File: config.mk
export PLATFORM = sky130hd
export DESIGN_NAME = bdpwm_top
export DESIGN_NICKNAME = d
export VERILOG_FILES = /design/src/design/bdpwm_pkg.sv /design/src/design/bdpwm_tick_if.sv /design/src/design/bdpwm_tick_gen.sv /design/src/design/bdpwm_top.sv
export SDC_FILE = /design/constraint.sdc
export NUM_CORES = 1
export LEC_CHECK = 0
export BUFFER_PORTS_ARGS = -buffer_cell sky130_fd_sc_hd__buf_4
export CAP_MARGIN = 0
export CORE_AREA = 2 2 61 121
export DETAILED_ROUTE_END_ITERATION = 10
export DIE_AREA = 0 0 63 123
export PLACE_DENSITY = 0.69
export RECOVER_POWER = 50
export REMOVE_ABC_BUFFERS = 1
export SYNTH_ARGS = -nofsm -noshare
export SYNTH_HDL_FRONTEND = slang
export SYNTH_SLANG_ARGS = --single-unit
File: constraint.sdc
create_clock -name sys_clk -period 2.38 [get_ports sys_clk]
set_input_delay 0.119 -clock sys_clk [delete_from_list [all_inputs] [get_ports sys_clk]]
set_output_delay 0.119 -clock sys_clk [all_outputs]
set_load 0.02 [all_outputs]
File: src/design/bdpwm_pkg.sv
// Purpose: Shared constants for the burst dimming PWM with open lamp guard
// Assumes: One 40 MHz system clock, synchronous active-low reset
// Notes: Counts are in dimming DAC clock ticks
package bdpwm_pkg;
  localparam int unsigned CNT_W = 8;
  localparam logic [7:0] MIN_ON_COUNT = 8'h08;
  localparam logic [7:0] SENSE_DELAY_COUNT = 8'h30;
  localparam logic [7:0] SENSE_MIN_LEVEL = 8'h20;
  localparam logic [7:0] LEVEL_RESET = 8'h00;
  localparam logic [7:0] CNT_RESET = 8'h00;
  localparam int unsigned SYS_CLK_HZ = 40000000;
  localparam int unsigned OSC_HZ_DEFAULT = 128000;
  localparam int unsigned OSC_DIV = SYS_CLK_HZ / OSC_HZ_DEFAULT;
  typedef enum logic {
    BDPWM_DIR_UP,
    BDPWM_DIR_DOWN
  } bdpwm_dir_t;
endpackage

File: src/design/bdpwm_tick_if.sv
// Purpose: Carries the dimming DAC tick between the tick source and the core
// Assumes: Same clock on both sides
// Notes: tick is a one-cycle enable pulse
`timescale 1ns/1ps
interface bdpwm_tick_if;
  logic tick;
  logic ext_mode;
  modport src (output tick, output ext_mode);
  modport dst (input tick, input ext_mode);
endinterface

File: src/design/bdpwm_tick_gen.sv
// Purpose: Produces the dimming DAC tick from the internal divider or the rate pin
// Assumes: burst_rate_pin is asynchronous and far slower than sys_clk
// Notes: External mode is chosen when pin edges keep arriving
`timescale 1ns/1ps
module bdpwm_tick_gen #(
  parameter int unsigned OSC_DIV = bdpwm_pkg::OSC_DIV,
  parameter int unsigned EXT_TIMEOUT = 4096
) (
  input wire logic sys_clk,
  input wire logic rst_n,
  input wire logic burst_rate_pin,
  bdpwm_tick_if.src tk
);
  logic [1:0] sync_q;
  logic last_q;
  logic [15:0] div_q;
  logic [15:0] idle_q;
  logic ext_q;
  logic ext_edge;

  // Two-stage synchroniser, then a rising edge detect on the second stage
  always_ff @(posedge sys_clk) begin
    if (!rst_n) begin
      sync_q <= 2'h0;
      last_q <= 1'h0;
    end else begin
      sync_q <= {sync_q[0], burst_rate_pin};
      last_q <= sync_q[1];
    end
  end
  assign ext_edge = sync_q[1] && !last_q;

  // An applied clock overrides the oscillator; falls back after a silent spell
  always_ff @(posedge sys_clk) begin
    if (!rst_n) begin
      idle_q <= 16'h0000;
      ext_q <= 1'h0;
    end else if (ext_edge) begin
      idle_q <= 16'h0000;
      ext_q <= 1'h1;
    end else if (idle_q == 16'(EXT_TIMEOUT - 1)) begin
      ext_q <= 1'h0;
    end else begin
      idle_q <= idle_q + 16'h0001;
    end
  end

  // Internal oscillator stand-in: a plain divider of the system clock
  always_ff @(posedge sys_clk) begin
    if (!rst_n || div_q == 16'(OSC_DIV - 1)) begin
      div_q <= 16'h0000;
    end else begin
      div_q <= div_q + 16'h0001;
    end
  end

  assign tk.ext_mode = ext_q;
  assign tk.tick = ext_q ? ext_edge : (div_q == 16'(OSC_DIV - 1)); // see (RULE_05) (RULE_06)
endmodule

File: src/design/bdpwm_top.sv
// Purpose: Burst dimming PWM for a lamp inverter with an open lamp guard
// Assumes: Brightness arrives as an 8-bit level already digitised on sys_clk
// Notes: One DAC tick per rate-pin rising edge or divider pulse; 512 ticks per burst
// Overview of operation
// (RULE_01) Output forced high while count below 8
// (RULE_02) Dual slope gives 16 forced counts
// (RULE_03) Duty never below 3.125 percent
// (RULE_04) Duty linear in brightness, full scale 100%
// (RULE_05) Internal burst rate is oscillator over 512
// (RULE_06) Applied rate clock overrides oscillator, over 512
// (RULE_07) System keeps burst rate 30 to 600 Hz
// (RULE_08) Open lamp detection masked until delay ends
// (RULE_09) Timer capacitor released at power on
// (RULE_10) Comparator crossing latched, then discharge asserted
// (RULE_11) Sense evaluated only during on-time
// (RULE_12) Sense starts 48 counts after rising edge
// (RULE_13) Sensing disabled below 12.5 percent duty
// (RULE_14) Open lamp shuts output off
// (RULE_15) Shutdown latched until reset
// (RULE_16) Counter runs up then down, 512 counts
`timescale 1ns/1ps
module bdpwm_top #(
  parameter int unsigned OSC_DIV = bdpwm_pkg::OSC_DIV,
  parameter int unsigned EXT_TIMEOUT = 4096
) (
  input wire logic sys_clk,
  input wire logic rst_n,
  input wire logic [7:0] brightness_level_in,
  input wire logic burst_rate_pin,
  input wire logic startup_mask_timer_pin,
  input wire logic open_lamp_sense_in,
  output logic startup_mask_discharge,
  output logic lamp_drive_out,
  output logic open_lamp_fault,
  output logic startup_done
);
  bdpwm_tick_if tk ();
  logic [7:0] cnt_q;
  bdpwm_pkg::bdpwm_dir_t dir_q;
  logic [7:0] level_q;
  logic drive_on;
  logic drive_q;
  logic drive_prev_q;
  logic [7:0] on_cnt_q;
  logic [1:0] dly_sync_q;
  logic [1:0] sns_sync_q;
  logic done_q;
  logic fault_q;
  logic sense_window;

  bdpwm_tick_gen #(
    .OSC_DIV(OSC_DIV),
    .EXT_TIMEOUT(EXT_TIMEOUT)
  ) u_tick (
    .sys_clk(sys_clk),
    .rst_n(rst_n),
    .burst_rate_pin(burst_rate_pin),
    .tk(tk)
  );

  // Triangle counter: 256 up plus 256 down ticks make one burst
  always_ff @(posedge sys_clk) begin
    if (!rst_n) begin
      cnt_q <= bdpwm_pkg::CNT_RESET;
      dir_q <= bdpwm_pkg::BDPWM_DIR_UP;
    end else if (tk.tick) begin
      case (dir_q)
        bdpwm_pkg::BDPWM_DIR_UP: begin
          if (cnt_q == 8'hff) begin
            dir_q <= bdpwm_pkg::BDPWM_DIR_DOWN; // see (RULE_16)
          end else begin
            cnt_q <= cnt_q + 8'h01;
          end
        end
        bdpwm_pkg::BDPWM_DIR_DOWN: begin
          if (cnt_q == 8'h00) begin
            dir_q <= bdpwm_pkg::BDPWM_DIR_UP; // see (RULE_16)
          end else begin
            cnt_q <= cnt_q - 8'h01;
          end
        end
        default: dir_q <= bdpwm_pkg::BDPWM_DIR_UP;
      endcase
    end
  end

  // Level is sampled at the valley so a burst never sees a torn threshold
  always_ff @(posedge sys_clk) begin
    if (!rst_n) begin
      level_q <= bdpwm_pkg::LEVEL_RESET;
    end else if (tk.tick && cnt_q == 8'h00 && dir_q == bdpwm_pkg::BDPWM_DIR_DOWN) begin
      level_q <= brightness_level_in;
    end
  end

  // On while count is under the level, or under 8 for the minimum duty
  // Full scale 255 still misses one count per slope; treated as 100%
  assign drive_on = (level_q == 8'hff) || (cnt_q < level_q) // see (RULE_04)
                    || (cnt_q < bdpwm_pkg::MIN_ON_COUNT); // see (RULE_01) (RULE_02) (RULE_03)

  // Registered drive, forced off by a latched fault
  always_ff @(posedge sys_clk) begin
    if (!rst_n) begin
      drive_q <= 1'h0;
      drive_prev_q <= 1'h0;
    end else begin
      drive_q <= drive_on && !fault_q; // see (RULE_14)
      drive_prev_q <= drive_q;
    end
  end

  // Counts DAC ticks since the rising edge of the drive
  always_ff @(posedge sys_clk) begin
    if (!rst_n || !drive_q) begin
      on_cnt_q <= 8'h00;
    end else if (drive_q && !drive_prev_q) begin
      on_cnt_q <= 8'h00;
    end else if (tk.tick && on_cnt_q != bdpwm_pkg::SENSE_DELAY_COUNT) begin
      on_cnt_q <= on_cnt_q + 8'h01; // see (RULE_12)
    end
  end

  // Both analog comparator outputs are asynchronous to sys_clk
  always_ff @(posedge sys_clk) begin
    if (!rst_n) begin
      dly_sync_q <= 2'h0;
      sns_sync_q <= 2'h0;
    end else begin
      dly_sync_q <= {dly_sync_q[0], startup_mask_timer_pin};
      sns_sync_q <= {sns_sync_q[0], open_lamp_sense_in};
    end
  end

  // End of start-up delay is latched once; discharge follows the latch
  always_ff @(posedge sys_clk) begin
    if (!rst_n) begin
      done_q <= 1'h0; // see (RULE_09)
    end else if (dly_sync_q[1]) begin
      done_q <= 1'h1; // see (RULE_10)
    end
  end
  assign startup_mask_discharge = done_q; // see (RULE_09) (RULE_10)

  // Sense only in on-time, after 48 ticks, after start-up, at 12.5% or more
  assign sense_window = drive_q && done_q // see (RULE_08) (RULE_11)
                        && (on_cnt_q == bdpwm_pkg::SENSE_DELAY_COUNT) // see (RULE_12)
                        && (level_q >= bdpwm_pkg::SENSE_MIN_LEVEL); // see (RULE_13)

  // Sense high means the lamp is not conducting; shutdown sticks until reset
  always_ff @(posedge sys_clk) begin
    if (!rst_n) begin
      fault_q <= 1'h0;
    end else if (sense_window && sns_sync_q[1]) begin
      fault_q <= 1'h1; // see (RULE_14) (RULE_15)
    end
  end

  assign lamp_drive_out = drive_q;
  assign open_lamp_fault = fault_q;
  assign startup_done = done_q;
endmodule
==> impl_metrics.csv <==
group,metric,value,unit
clock_network,cts_max_level,3,
worst_setup_path,critPathSlowestCell,"dfxtp_1",
routing,routed_wl,6.25,mm
yosys,synth_mux_area_share,3.32,%
worst_setup_path,crit_chain,"ha_1 > nor4b_2 > nand4_1 > o21ai_4 > nor2b_1 > buf_4 > mux2i_1 > nor2b_1",
power,p_clk_share,50.8,%
clock_network,cts_made_buffers,9,
final_layout,design_area,0.00384,sq mm
worst_setup_path,cp.required,2.59,ns
run_status,outcome,"finished clean",
placement,detailed_place.area,0.00352,sq mm
worst_setup_path,crit_end,"level_q[5]$_SDFFE_PN0P_",
placement,pre_cts_slack,0.0440,ns
floorplanning,io-pin-count,17,
floorplanning,die_h,123,um
sta,fin_skew,0.00634,ns
yosys,synth_xor_area_share,9.50,%
routing,drt_iter0_drc,124,
worst_setup_path,cp_common_cell,"nor2b_1",
global_routing,grt_usage,18.1,%
worst_setup_path,regToRegEndpoint,"level_q[5]$_SDFFE_PN0P_",
sta,rsz0062_at_grt,"no",
worst_setup_path,cp_max_fo,8,
power,pwr-share-comb,3.2,%
worst_setup_path,reg2reg_depth,8,
power,p_int,2.07,mW
floorplanning,die_w,63,um
sta,worst-slew-pin-transition,1.14,ns
yosys,syn_area_per_cell,8.88,sq um
yosys,synthAdderAreaFrac,7.01,%
global_routing,antenna_found_initial,0,
global_routing,grt-ovfl-total,0,
power,ir_worst_vdd,606,uV
placement,gp_congestion,0.848,
power,p_leak,1.40,nW
routing,drt_first_pass_iters,4,
yosys,synth_top_family_by_area,"simple AND/OR/NAND/NOR gates",
worst_setup_path,crit_path_max_incr_delay,0.37,ns
power,seq_power_share,46.0,%
sta,tns,0,ns
final_layout,fillCellCount,613,
final_layout,nets,427,
final_layout,drive_gt1_share,9.00,%
yosys,synthSimpleGateAreaFrac,26.5,%
final_layout,multi_input_area,0.00183,sq mm
final_layout,antenna_cells,0,
worst_setup_path,path_buf_inv,1,
final_layout,regArea,0.00138,sq mm
worst_setup_path,criticalPathCategory,"reg2reg",
global_routing,grt_pass1_wl,11.3,mm
yosys,ys_seq_area_share,41.6,%
worst_setup_path,ff2ff_setup_slack,0.26,ns
yosys,synthCells,374,
floorplanning,design.die.area,0.00775,sq mm
sta,drv_slew,0,
sta,finalHoldViolCount,0,
worst_setup_path,startpoint_type,"flop",
floorplanning,core,0.00683,sq mm
sta,final-setup-viol-count,0,
routing,wl_per_cell,12.8,um
worst_setup_path,end_kind,"flop",
yosys,synth_cell_types,45,
routing,vias_per_cell,5.32,
power,switching_power,0.516,mW
floorplanning,start_util,48.6,%
placement,place.port_buffers,16,
clock_network,clk_latency,0.32,ns
sta,period_share,89.2,%
worst_setup_path,crit-reg2reg-launch,"u_tick.div_q[0]$_SDFF_PP0_",
flow_run,drv_cap,0,
worst_setup_path,crit_cells,8,
placement,dp_hpwl,4.47,mm
worst_setup_path,startpoint,"u_tick.div_q[0]$_SDFF_PP0_",
global_routing,grt_pass1_vias,2644,
sta,relSlewSlack,23.7,%
yosys,yosys_warnings,0,
yosys,synth_area,0.00332,sq mm
worst_setup_path,cpLargestDelayFamily,"simple AND/OR/NAND/NOR gates",
final_layout,area_growth,15.7,%
sta,fin_ws,0.257,ns
routing,route.vias.total,2605,
routing,antenna_left,0,
sta,period_needed,2.12,ns
clock_network,cts-root-buf,"clkbuf_16",
routing,post-route-drc-count,0,
power,p_sw_share,19.9,%
clock_network,cts_tree,"built",
clock_network,clk_pin_slew,0.05,ns
clock_network,cts_buffer_depth,2,
power,p_per_area,674,mW/mm^2
yosys,ys_seq_elements,69,
min_path,hold_class,"in2reg",
sta,fmax,471,MHz
clock_network,clock-sinks,69,
floorplanning,std_cell_rows,43,
yosys,synth_compound_area_share,8.25,%
worst_setup_path,crit_arrival,2.33,ns
global_routing,grt_max_degree,35,
routing by layer:
layer / vias up / wire [um] / global-route usage [%]
li1: 1336 / - / -
met1: 1194 / 2740 / 20.4
met2: 51 / 3090 / 30.9
met3: 24 / 199 / 4.55
met4: 0 / 223 / 10.3
met5: - / 0 / 0
Yosys cell counts, drive strengths merged:
cell type  instances  area [sq um]
nor4b              2          17.5
nand3             19          95.1
nand2             22          82.6
a311oi             1          8.76
o21a               6          45.0
o311ai             1          8.76
o21bai             1          7.51
nor3               9          50.1
and3               6          37.5
a31oi              1          6.26
inv               17          63.8
o211ai             2          15.0
o21ai             12          60.1
o211a              2          20.0
a21oi             12          60.1
xor2              21           184
xnor2             15           131
nor4               1          6.26
a21boi             2          18.8
fa                 1          20.0
nand3b             1          7.51
nor2              48           180
o41ai              1          8.76
or4                2          18.8
a211oi             2          15.0
nor2b             14          87.6
and4b              2          20.0
nand2b             4          25.0
buf                5          36.3
and3b              1          8.76
and4               4          35.0
nand4             17           106
ha                17           213
clkbuf             7          26.3
dfxtp             69          1380
and2              12          76.3
mux2i             11           110
or3                4          25.0
logic make-up after synthesis:
kind of cell	count (synthesis)
compound gates	43
flops	69
simple gates	168
mux	11
xor+xnor	36
buf+inv	29
fa+ha+maj	18
stage by stage:
| step | power, mW | utilization [%] | hold slack (ns) | cells |
|---|---|---|---|---|
| after floorplan | 1.26 | - | 0.236 | 362 |
| after global placement | 1.29 | 51.5 | 0.328 | 472 |
| after detailed placement | 1.30 | 51.5 | 0.332 | 472 |
| after CTS | 2.62 | 56.2 | 0.00414 | 489 |
| after global routing | 2.68 | 56.2 | 0.0158 | 490 |
| final | 2.59 | 56.2 | 0.0133 | 490 |
worst min path at each step:
stage | from | endpoint | slack (ns) | cells past startpoint
6_report | burst_rate_pin | u_tick.sync_q[0]$_SDFF_PN0_ | 0.01 | 2
5_1_grt | burst_rate_pin | u_tick.sync_q[0]$_SDFF_PN0_ | 0.02 | 2
4_1_cts | burst_rate_pin | u_tick.sync_q[0]$_SDFF_PN0_ | 0.004 | 2
3_5_place_dp | open_lamp_sense_in | sns_sync_q[0]$_SDFF_PN0_ | 0.33 | 2
3_3_place_gp | open_lamp_sense_in | sns_sync_q[0]$_SDFF_PN0_ | 0.33 | 2
2_1_floorplan | rst_n | startup_done$_SDFFE_PN0P_ | 0.24 | 1
final cells by class:
cell class | instances | area share (%)
Tap cell | 90 | 2.93
Timing Repair Buffer | 23 | 3.94
Clock inverter | 4 | 1.24
Multi-Input combinational cell | 276 | 47.7
Clock buffer | 11 | 6.58
Sequential cell | 69 | 36.0
Inverter | 17 | 1.66
state kept, by name (all words and copies together), names as in the netlist:
register,flops
u_tick.div_q,16
u_tick.idle_q,16
cnt_q,8
level_q,8
on_cnt_q,8
dly_sync_q,2
sns_sync_q,2
u_tick.sync_q,2
dir_q,1
drive_prev_q,1
lamp_drive_out,1
open_lamp_fault,1
startup_done,1
u_tick.last_q,1
u_tick.tk.ext_mode,1
cells in the final DEF (no fill, tap or decap), types with 2 or more instances in the layout:
cell            n
nand2b_1        4
and4_1          4
clkbuf_1        7
nand2_1        22
and4b_1         2
nor2b_1        14
dfxtp_1        69
o211a_1         2
and3_1          5
buf_4          14
a211oi_1        2
and2_0          3
a21oi_1        12
o211ai_1        2
and2_1          8
xor2_1         21
nand3_1        19
mux2i_1        11
nor3_1          8
dlygate4sd3_1   2
xnor2_1        15
clkinv_2        2
o21ai_0        11
or3_1           4
ha_1           17
inv_1          17
clkbuf_8        2
clkbuf_16       9
o21a_1          6
nor2_1         48
nand4_1        17
worst register-to-register path, stage by stage (launching register included):
cell and delay (ns):
dfxtp_1 0.37, ha_1 0.22, nor4b_2 0.22, nand4_1 0.26, o21ai_4 0.27, nor2b_1 0.19
buf_4 0.21, mux2i_1 0.22, nor2b_1 0.06
what timing repair did:
| action | 4_1_cts | 5_1_grt |
|---|---|---|
| hold buffers | 2 | 0 |
| setup buffers | 0 | 1 |
| resized for setup | 0 | 4 |
| endpoints found under the setup margin | 0 | 23 |
| endpoints found under the hold margin | 2 | 0 |
power groups by stage:
stage	sequential, mW	combinational (mW)	clock, mW
after floorplan	1.21	0.0430	0
after global placement	1.21	0.0814	0
after detailed placement	1.21	0.0831	0
after CTS	1.19	0.0869	1.34
after global routing	1.19	0.0933	1.39
final	1.19	0.0825	1.31
Power figures use the tool's default switching activity.
